## config.mk

```make
export PLATFORM = sky130hd
export DESIGN_NAME = nvc_host
export DESIGN_NICKNAME = d
export VERILOG_FILES = /design/src/nvc_pkg.sv /design/src/nvc_timer.sv /design/src/nvc_host.sv
export SDC_FILE = /design/constraint.sdc
export NUM_CORES = 1
export LEC_CHECK = 0
export ABC_AREA = 1
export BUFFER_PORTS_ARGS = -buffer_cell sky130_fd_sc_hd__buf_2
export CELL_PAD_IN_SITES_DETAIL_PLACEMENT = 0
export CELL_PAD_IN_SITES_GLOBAL_PLACEMENT = 1
export CORE_UTILIZATION = 39
export DETAILED_ROUTE_END_ITERATION = 10
export GPL_TIMING_DRIVEN = 0
export HOLD_SLACK_MARGIN = 0.02
export PLACE_DENSITY = 0.76
export RECOVER_POWER = 25
export SYNTH_ARGS = -nofsm -noshare
export SYNTH_HDL_FRONTEND = slang
export SYNTH_SLANG_ARGS = --single-unit
```

## constraint.sdc

```tcl
create_clock -name core_clk_i -period 5.85 [get_ports core_clk_i]
set_input_delay 1.17 -clock core_clk_i [delete_from_list [all_inputs] [get_ports core_clk_i]]
set_output_delay 1.17 -clock core_clk_i [all_outputs]
set_load 0.1 [all_outputs]
```

## src/nvc_pkg.sv

```systemverilog
package nvc_pkg;
   localparam int ADDR_W = 13;
   localparam int DATA_W = 8;
   // software sequence addresses
   localparam logic [12:0] SEQ_A0 = 13'h0000;
   localparam logic [12:0] SEQ_A1 = 13'h1555;
   localparam logic [12:0] SEQ_A2 = 13'h0AAA;
   localparam logic [12:0] SEQ_A3 = 13'h1FFF;
   localparam logic [12:0] SEQ_A4 = 13'h10F0;
   localparam logic [12:0] SEQ_STORE = 13'h0F0F;
   localparam logic [12:0] SEQ_RECALL = 13'h0F0E;
   // timing in ns, us and ms as the names say, clock 50 ns
   localparam int CLK_NS = 50;
   localparam int T_CYCLE_NS = 150;
   localparam int T_ASSERT_NS = 250;
   localparam int T_RECOVER_NS = 300;
   localparam int T_RECALL_US = 25;
   localparam int T_STORE_MS = 12;
   localparam int CYC_PHASE = (T_CYCLE_NS + CLK_NS - 1) / CLK_NS;
   localparam int CYC_ASSERT = (T_ASSERT_NS + CLK_NS - 1) / CLK_NS;
   localparam int CYC_RECOVER = (T_RECOVER_NS + CLK_NS - 1) / CLK_NS;
   localparam int CYC_RECALL = (T_RECALL_US * 1000 + CLK_NS - 1) / CLK_NS;
   localparam int CYC_STORE = (T_STORE_MS * 1000000 + CLK_NS - 1) / CLK_NS;
   localparam int CNT_W = 20;
   // host commands
   typedef enum logic [2:0] {
      NVC_OP_READ = 3'h0,
      NVC_OP_WRITE = 3'h1,
      NVC_OP_SW_STORE = 3'h2,
      NVC_OP_SW_RECALL = 3'h3,
      NVC_OP_HW_STORE = 3'h4
   } nvc_op_e;
   typedef struct packed {
      nvc_op_e op;
      logic [12:0] addr;
      logic [7:0] data;
   } nvc_req_s;
   // pins toward the memory
   typedef struct packed {
      logic ce_n;
      logic we_n;
      logic oe_n;
      logic [12:0] addr;
      logic [7:0] dq_out;
      logic dq_oe;
      logic store_busy_n_out;
      logic store_busy_n_oe;
   } nvc_pins_s;
endpackage : nvc_pkg

```

## src/nvc_timer.sv

```systemverilog
module nvc_timer
   import nvc_pkg::*;
#(
   parameter int W = CNT_W
) (
   // clock and reset
   input wire logic core_clk_i,
   input wire logic rst_i,
   // load and status
   input wire logic load_i,
   input wire logic [W-1:0] count_i,
   output logic done_o
);
   logic [W-1:0] cnt_q;
   // down counter, done while zero
   always_ff @(posedge core_clk_i or posedge rst_i) begin
      if (rst_i) begin
         cnt_q <= '0;
      end else if (load_i) begin
         cnt_q <= count_i;
      end else if (cnt_q != '0) begin
         cnt_q <= cnt_q - 1'b1;
      end
   end
   // done looks at the count only: the parent derives load from done, so gating by load would loop
   assign done_o = (cnt_q == '0);
endmodule // nvc_timer

```

## src/nvc_host.sv

```systemverilog
// Contract
// read with select and output enable low
// write with select and strobe low
// host keeps strobe high through reads
// held selection gives data per address
// strobe low at select: data off
// six reads ending 0F0F start store
// six reads ending 0F0E start recall
// host keeps strobe high during sequence
// sequence start ignores output enable
// busy-line store only after writes
// busy low: inhibit until released
// deselect waits for transfer end
// triggered transfer ignores all pins
// wrong address or write restarts sequence
// deselected: data released, inputs ignored
module nvc_host
   import nvc_pkg::*;
#(
   parameter int STORE_CYC = CYC_STORE,
   parameter int RECALL_CYC = CYC_RECALL
) (
   // clock and reset
   input wire logic core_clk_i,
   input wire logic rst_i,
   // request side
   input wire nvc_req_s req_i,
   input wire logic req_valid_i,
   output logic req_ready_o,
   output logic [7:0] rdata_o,
   output logic rdata_valid_o,
   output logic done_o,
   // memory pins
   output nvc_pins_s pins_o,
   input wire logic [7:0] dq_i,
   input wire logic store_busy_n_i
);
   typedef enum logic [5:0] {
      ST_IDLE = 6'b000001,
      ST_SETUP = 6'b000010,
      ST_STROBE = 6'b000100,
      ST_HOLD = 6'b001000,
      ST_NVWAIT = 6'b010000,
      ST_BUSY = 6'b100000
   } nvc_st_e;

   nvc_st_e st_q;
   nvc_req_s cur_q;
   logic [2:0] step_q;
   logic [1:0] sb_sync_q;
   logic [7:0] dq_sync1_q, dq_sync2_q;
   logic tmr_load;
   logic [CNT_W-1:0] tmr_count;
   logic tmr_done;
   logic seq_op;
   logic strobe_act;
   logic [7:0] rd_hold_q;

   // address of sequence step n, last step chosen by command
   function automatic logic [12:0] seq_addr(input logic [2:0] n, input nvc_op_e op);
      case (n)
         3'd0: seq_addr = SEQ_A0;
         3'd1: seq_addr = SEQ_A1;
         3'd2: seq_addr = SEQ_A2;
         3'd3: seq_addr = SEQ_A3;
         3'd4: seq_addr = SEQ_A4;
         default: seq_addr = (op == NVC_OP_SW_STORE) ? SEQ_STORE : SEQ_RECALL;
      endcase
   endfunction

   assign seq_op = (cur_q.op == NVC_OP_SW_STORE) || (cur_q.op == NVC_OP_SW_RECALL);
   // strobe phase minus its last cycle, so the registered pins release as hold begins; busy-line store keeps the whole phase
   assign strobe_act = (st_q == ST_STROBE) && !(tmr_done && cur_q.op != NVC_OP_HW_STORE);

   // pin inputs pass two flops before use
   always_ff @(posedge core_clk_i or posedge rst_i) begin
      if (rst_i) begin
         sb_sync_q <= 2'b11;
         dq_sync1_q <= 8'h00;
         dq_sync2_q <= 8'h00;
      end else begin
         sb_sync_q <= {sb_sync_q[0], store_busy_n_i};
         dq_sync1_q <= dq_i;
         dq_sync2_q <= dq_sync1_q;
      end
   end

   // phase and transfer timer
   always_comb begin
      tmr_load = 1'b0;
      tmr_count = '0;
      case (st_q)
         ST_IDLE: begin
            tmr_load = req_valid_i;
            tmr_count = (req_valid_i && req_i.op == NVC_OP_HW_STORE) ? CNT_W'(CYC_ASSERT) : CNT_W'(CYC_PHASE);
         end
         ST_SETUP, ST_HOLD: begin
            tmr_load = tmr_done;
            tmr_count = CNT_W'(CYC_PHASE);
         end
         ST_STROBE: begin
            tmr_load = tmr_done;
            tmr_count = CNT_W'(CYC_PHASE);
            if (tmr_done && seq_op && step_q == 3'd5) begin
               tmr_count = (cur_q.op == NVC_OP_SW_STORE) ? CNT_W'(STORE_CYC) : CNT_W'(RECALL_CYC);
            end else if (tmr_done && cur_q.op == NVC_OP_HW_STORE) begin
               tmr_count = CNT_W'(CYC_RECOVER);
            end
         end
         default: begin
            tmr_load = 1'b0;
            tmr_count = '0;
         end
      endcase
   end

   nvc_timer #(.W(CNT_W)) u_timer (
      .core_clk_i(core_clk_i),
      .rst_i(rst_i),
      .load_i(tmr_load),
      .count_i(tmr_count),
      .done_o(tmr_done)
   );

   // sequencer: setup with select high, strobe, hold with select high
   always_ff @(posedge core_clk_i or posedge rst_i) begin
      if (rst_i) begin
         st_q <= ST_IDLE;
         cur_q <= '0;
         step_q <= 3'd0;
      end else begin
         case (st_q)
            ST_IDLE: begin
               if (req_valid_i) begin
                  cur_q <= req_i;
                  step_q <= 3'd0;
                  st_q <= (req_i.op == NVC_OP_HW_STORE) ? ST_STROBE : ST_SETUP;
               end
            end
            ST_SETUP: if (tmr_done) begin
               st_q <= ST_STROBE;
            end
            ST_STROBE: if (tmr_done) begin
               if (cur_q.op == NVC_OP_HW_STORE) begin
                  st_q <= ST_BUSY;
               end else if (seq_op && step_q == 3'd5) begin
                  st_q <= ST_NVWAIT;
               end else begin
                  st_q <= ST_HOLD;
               end
            end
            ST_HOLD: if (tmr_done) begin
               if (seq_op && step_q != 3'd5) begin
                  step_q <= step_q + 3'd1;
                  st_q <= ST_STROBE; // back to back reads, no extra setup
               end else begin
                  st_q <= ST_IDLE;
               end
            end
            ST_NVWAIT: if (tmr_done) begin
               st_q <= ST_IDLE;
            end
            ST_BUSY: if (tmr_done && sb_sync_q[1]) begin
               st_q <= ST_IDLE;
            end
            default: st_q <= ST_IDLE;
         endcase
      end
   end

   // pin drive, all registered
   always_ff @(posedge core_clk_i or posedge rst_i) begin
      if (rst_i) begin
         pins_o <= '{ce_n: 1'b1, we_n: 1'b1, oe_n: 1'b1, addr: 13'h0000, dq_out: 8'h00,
                     dq_oe: 1'b0, store_busy_n_out: 1'b0, store_busy_n_oe: 1'b0};
      end else begin
         // one assignment per pin: a default-then-override pair would glitch a held-low select
         pins_o.ce_n <= !(strobe_act && cur_q.op != NVC_OP_HW_STORE);
         pins_o.we_n <= !(strobe_act && cur_q.op == NVC_OP_WRITE);
         pins_o.oe_n <= !(strobe_act && cur_q.op == NVC_OP_READ);
         pins_o.dq_oe <= strobe_act && (cur_q.op == NVC_OP_WRITE);
         pins_o.store_busy_n_out <= 1'b0;
         pins_o.store_busy_n_oe <= strobe_act && (cur_q.op == NVC_OP_HW_STORE);
         // next sequence address goes out during hold, so it is stable before select falls
         pins_o.addr <= seq_op ? seq_addr((st_q == ST_HOLD) ? step_q + 3'd1 : step_q, cur_q.op)
                               : cur_q.addr;
         pins_o.dq_out <= cur_q.data;
      end
   end

   // answers toward the requester
   always_ff @(posedge core_clk_i or posedge rst_i) begin
      if (rst_i) begin
         req_ready_o <= 1'b0;
         rdata_o <= 8'h00;
         rd_hold_q <= 8'h00;
         rdata_valid_o <= 1'b0;
         done_o <= 1'b0;
      end else begin
         req_ready_o <= (st_q == ST_IDLE) && !req_valid_i;
         rdata_valid_o <= 1'b0;
         done_o <= 1'b0;
         // take data at strobe end: the synced copy still shows the selected byte there
         if (st_q == ST_STROBE && tmr_done && cur_q.op == NVC_OP_READ) begin
            rd_hold_q <= dq_sync2_q;
         end
         if (st_q == ST_HOLD && tmr_done && cur_q.op == NVC_OP_READ) begin
            rdata_o <= rd_hold_q;
            rdata_valid_o <= 1'b1;
         end
         if ((st_q == ST_HOLD && tmr_done && !seq_op) || (st_q == ST_NVWAIT && tmr_done) ||
             (st_q == ST_BUSY && tmr_done && sb_sync_q[1])) begin
            done_o <= 1'b1;
         end
      end
   end

   chk_we_seq_high: assert property (@(posedge core_clk_i) disable iff (rst_i)
      (seq_op && st_q != ST_IDLE) |-> pins_o.we_n)
      else $error("strobe low during sequence");
   chk_read_strobe: assert property (@(posedge core_clk_i) disable iff (rst_i)
      !pins_o.oe_n |-> pins_o.we_n && !pins_o.ce_n)
      else $error("read with strobe low");
   chk_write_nodrv_oe: assert property (@(posedge core_clk_i) disable iff (rst_i)
      !pins_o.we_n |-> pins_o.dq_oe && pins_o.oe_n && pins_o.store_busy_n_oe == 1'b0)
      else $error("write pins wrong");
   chk_deselect_idle: assert property (@(posedge core_clk_i) disable iff (rst_i)
      pins_o.ce_n |-> pins_o.we_n && !pins_o.dq_oe)
      else $error("deselected bus driven");
   chk_nv_quiet: assert property (@(posedge core_clk_i) disable iff (rst_i)
      st_q == ST_NVWAIT |-> ##1 (pins_o.ce_n && pins_o.we_n))
      else $error("pins active during transfer");
   chk_busy_hold: assert property (@(posedge core_clk_i) disable iff (rst_i)
      (st_q == ST_BUSY && !sb_sync_q[1]) |=> st_q == ST_BUSY)
      else $error("left inhibit while busy low");
   chk_hw_pulse: assert property (@(posedge core_clk_i) disable iff (rst_i)
      $rose(pins_o.store_busy_n_oe) |-> pins_o.store_busy_n_oe [*5])
      else $error("store pulse too short");
   chk_seq_last: assert property (@(posedge core_clk_i) disable iff (rst_i)
      (st_q == ST_STROBE && cur_q.op == NVC_OP_SW_STORE && step_q == 3'd5) |=> pins_o.addr == SEQ_STORE)
      else $error("store sequence last address wrong");

   cov_read: cover property (@(posedge core_clk_i) disable iff (rst_i) rdata_valid_o);
   cov_sw_store: cover property (@(posedge core_clk_i) disable iff (rst_i)
      st_q == ST_NVWAIT && cur_q.op == NVC_OP_SW_STORE);
   cov_sw_recall: cover property (@(posedge core_clk_i) disable iff (rst_i)
      st_q == ST_NVWAIT && cur_q.op == NVC_OP_SW_RECALL);
   cov_hw_store: cover property (@(posedge core_clk_i) disable iff (rst_i) st_q == ST_BUSY ##1 done_o);
endmodule // nvc_host

```

**Word-level counts from Yosys, hierarchy flattened**

Index checks and enable logic that the tools add are counted.

- Output and inout port bits: 38
- Word-level logic and storage cells: 119
- Register bits: 116

- Reductions and logical operators: 42
- Muxes and demuxes: 29
- $add $sub $neg: 2
- Eq/ne operators: 25

Operators by type and width:

| kind | number |
|---|---|
| 13-bit one-hot mux with 5 select lines | 1 |
| 18-bit one-hot mux with 3 select lines | 1 |
| 6-bit two-way mux | 7 |
| 20-bit two-way mux | 2 |
| 18-bit two-way mux | 2 |
| 6-bit one-hot mux with 6 select lines | 1 |
| 3-bit two-way mux | 8 |
| 1-bit logical AND | 22 |
| 20-bit zero test | 1 |
| 20-bit nonzero test | 1 |
| 20-bit by 1-bit subtractor with 20-bit output, second input constant | 1 |
| 2-bit inequality test, second input constant | 7 |
| 13-bit two-way mux | 1 |
| 3-bit by 2-bit equality test with 1-bit output, second input constant | 4 |
| 3-bit equality test, second input constant | 4 |
| 3-bit by 1-bit equality test with 1-bit output, second input constant | 2 |
| 6-bit by 1-bit equality test with 1-bit output, second input constant | 1 |
| 6-bit by 2-bit equality test with 1-bit output, second input constant | 1 |
| 6-bit by 3-bit equality test with 1-bit output, second input constant | 1 |
| 6-bit by 4-bit equality test with 1-bit output, second input constant | 1 |
| 6-bit by 5-bit equality test with 1-bit output, second input constant | 1 |
| 6-bit equality test, second input constant | 1 |
| 1-bit zero test | 6 |
| 3-bit zero test | 2 |
| 13 further kinds | 19 |

**Logic depth before layout (Yosys ltp)**

- Depth in word-level cells: 7
- Gate-level depth with buffers: 11

**Cells and area by module**

Synthesis repeated with hierarchy kept, for this count alone.

- Cells, all modules: 581
- Area, all modules: 5201.2 µm²

Modules (own cells, without submodules):

| module | cells each | instances | area each (µm²) |
|---|---|---|---|
| nvc_host | 398 | 1 | 3812.4 |
| nvc_timer | 183 | 1 | 1388.8 |

**Least setup slack after synthesis**

No wires, ideal clock.

- Path type: reg-to-output
- From: register rdata_o[0]
- To: output port rdata_o[0]
- Data arrival time: 0.898 ns
- Required time: 4.680 ns
- Setup slack: 3.782 ns
- Cell stages (with the launch flop): 1
- Path buffers: 0
- Cells stage by stage: dfrtp_1

RTL lines:

| element | RTL line | RTL |
|---|---|---|
| from (decl) | nvc_host.sv:30 | `output logic [7:0] rdata_o,` |
| from (signal assigned) | nvc_host.sv:208 | `rdata_o <= rd_hold_q;` |

No word-level cell between the ends.

==> flow_summary.json <==
{
  "status": "finished, violations left",
  "failed_checks": "capacitance limit, slew limit",
  "clock_latency_ps": 410,
  "cp-start-kind": "primary input",
  "synthAdderAreaFrac": 0.0124,
  "synth_mux_area_frac": 0,
  "synthTopCellsByArea": "dfrtp_1, nand2_1, inv_1, o21ai_0, nor2_1",
  "timing.rr.start": "st_q[5]",
  "vias": 3734,
  "yosysSeqAreaShare": 0.577,
  "initial_core_util": 0.400,
  "num_rows": 41,
  "clkTransAtPathRegs_ps": 50,
  "cp.arrival_ps": 2690,
  "diodes": 0,
  "gr-total-overflow": 0,
  "chipHeight_um": 116,
  "synth_top_family_by_area": "simple AND/OR/NAND/NOR gates",
  "htree_levels": 4,
  "first_iter_violations": 149,
  "hold_class": "reg2reg",
  "drv_cap": 1,
  "power_density_nw_per_um2": 601,
  "ctsResizeCount": 0,
  "rsz0062_at_grt": "false",
  "cts_tree": "yes",
  "endpoint_kind": "asynchronous set/reset pin",
  "pin_count": 74,
  "hold_slack_ps": 350,
  "finalSetupTns_ps": 0,
  "hold_path_depth": 0,
  "grt_pass1_wl_um": 18100,
  "path_buf_inv": 2,
  "synth_area_sq_um": 5050,
  "setup_viol": 0,
  "stdcell_area_sq_um": 6220,
  "r2r_cells": 8,
  "yosysWarnings": 0,
  "clock-sinks": 116,
  "io_buffers": 72,
  "min_from": "dq_sync1_q[1]",
  "synthDistinctLibCells": 41,
  "reg2reg_slack_ps": 3610,
  "worst_pin_slew_ps": 2450,
  "post_cts_buffers": 0,
  "grt_pass1_vias": 3728,
  "yosysMostFrequentCell": "nand2_1",
  "synth_ff_type": "dfrtp_1",
  "vdd_drop_max_v": 0.000474,
  "timing.critical_path.slowest_stage_cell": "clkinvlp_2",
  "synth_commonest_cells": "nand2_1, dfrtp_1, inv_1, nor2_1, o21ai_0",
  "syn-num-nets": 576,
  "synth_edf_count": 0,
  "p_comb_frac": 0.415,
  "crit_type": "in2async",
  "grt_max_degree": 63,
  "synth-compound-area-share": 0.0798,
  "p_switching_mw": 1.70,
  "min_period_ps": 2550,
  "cts_buffers": 17,
  "routed_wirelength_um": 10600,
  "p_clk_frac": 0.267,
  "grt_usage": 0.178,
  "avgRoutedWirePerCell_um": 13.1,
  "drt-vias-per-instance": 4.60,
  "synth_xor_area_frac": 0.0191,
  "finClkSkew_ps": 5.20,
  "drive_gt1_frac": 0.263,
  "p_int_mw": 2.04,
  "die_area_sq_um": 13400,
  "max_stage_delay_ps": 1380,
  "clockBufferDepth": 2,
  "cp_max_fo": 55,
  "relSlewSlack": -0.643,
  "placed_area_sq_um": 5650,
  "leakage_nw": 3.22,
  "synth_largest_area_cell": "dfrtp_1",
  "total_power_mw": 3.74,
  "globalplace.congestion": 0.822,
  "postCtsHoldBufs": 0,
  "fin_cells": 812,
  "switching_share": 0.454,
  "cp.required_ps": 5990,
  "clock.fmax_mhz": 392,
  "finalMaxSlewViolations": 55,
  "placed_cells": 780,
  "avgSynthCellArea_sq_um": 9.43,
  "nets": 668,
  "finalCritPeriodShare": 0.436,
  "grt_antenna_before_repair": 0,
  "power_frac_seq": 0.318,
  "area_growth_pct": 23.2,
  "core_sq_um": 12600,
  "hold_viol_final": 0,
  "die_x_um": 116,
  "cp_top_family": "buffers and inverters",
  "synthSimpleGateAreaFrac": 0.250,
  "dr.pass1.iters": 4,
  "place_hpwl_um": 7540,
  "async_flop_share": 1.00,
  "ys_ff_latch": 116,
  "drcViolationCount": 0,
  "min_to": "dq_sync2_q[1]",
  "synth_top_cell_area_share": 0.545,
  "cts_root_buf": "clkbuf_16",
  "synthCells": 535,
  "critical_path.cell_chain": "buf_2 -> clkinvlp_2",
  "r2r_end": "u_timer.cnt_q[15]",
  "antenna_left": 0
}
-- power groups by stage --
stage          combinational (mW)  sequential, mW  clock [mW]
2_1_floorplan               0.739            1.72           0
3_3_place_gp                 1.54            1.19           0
3_5_place_dp                 1.56            1.20           0
4_1_cts                      1.57            1.19        1.02
5_1_grt                      1.70            1.22        1.06
6_report                     1.55            1.19       0.996
-- cell type report --
| cell class | instances | area [sq um] |
|---|---|---|
| timing repair buffer | 73 | 388 |
| buffer | 8 | 43.8 |
| sequential | 116 | 2910 |
| clock buffer | 22 | 484 |
| inverter | 66 | 258 |
| multi-input combinational | 345 | 1820 |
| clock inverter | 10 | 97.6 |
| tap | 172 | 215 |
| fill | 1240 | 6400 |
-- logic make-up after synthesis --
group,Yosys count
adders and majority gates,5
xor gates and xnor gates,11
DFF,116
AOI/OAI and AO/OA,72
and+or+nand+nor,256
other,1
buffers and inverters,74
-- flip-flops by register name, summed over array words and instances (netlist names) --
register and flops:
st_q 6, rdata_o 8, cur_q 24, sb_sync_q 2, done_o 1, req_ready_o 1, u_timer.cnt_q 20, rdata_valid_o 1
dq_sync2_q 8, step_q 3, rd_hold_q 8, dq_sync1_q 8, pins_o 26
-- through the flow --
stage               setup WS [ps]   util
detailed placement           3400  0.448
global route                 2820  0.493
finish                       3300  0.493
floorplan                    1620      -
CTS                          3330  0.494
global placement              354  0.446
-- layout by cell type, fill, tap and decap left out, drive strengths merged --
cell type / n
o22ai: 2
nor2: 58
clkinvlp: 4
ha: 5
nor3b: 1
clkbuf: 26
nor3: 9
nand2: 149
a21oi: 13
nand3: 30
bufinv: 1
dfstp: 6
conb: 1
a21boi: 1
nor4: 1
buf: 77
clkinv: 7
nand4: 6
inv: 64
xor2: 6
dfrtp: 110
o21ai: 56
or2: 2
xnor2: 5
-- worst max-delay path by stage --
stage                      startpoint           endpoint  slack, ps  depth (start not counted)
after global placement          rst_i  u_timer.cnt_q[12]        350                          2
after detailed placement  req_valid_i          cur_q[10]       3400                          5
final                           rst_i   u_timer.cnt_q[6]       3300                          2
after global routing            rst_i   u_timer.cnt_q[6]       2820                          2
after floorplan                 rst_i           cur_q[0]       1620                          1
after CTS                  pins_o[24]         pins_o[24]       3330                          1
-- per-layer routing --
metal	part of all wire	track usage	wire [um]
met5	0	0	0
met4	0.019	0.0701	206
met3	0.055	0.0633	588
met1	0.46	0.233	4930
met2	0.46	0.271	4910
No activity file was read; power rests on OpenSTA's default activity.
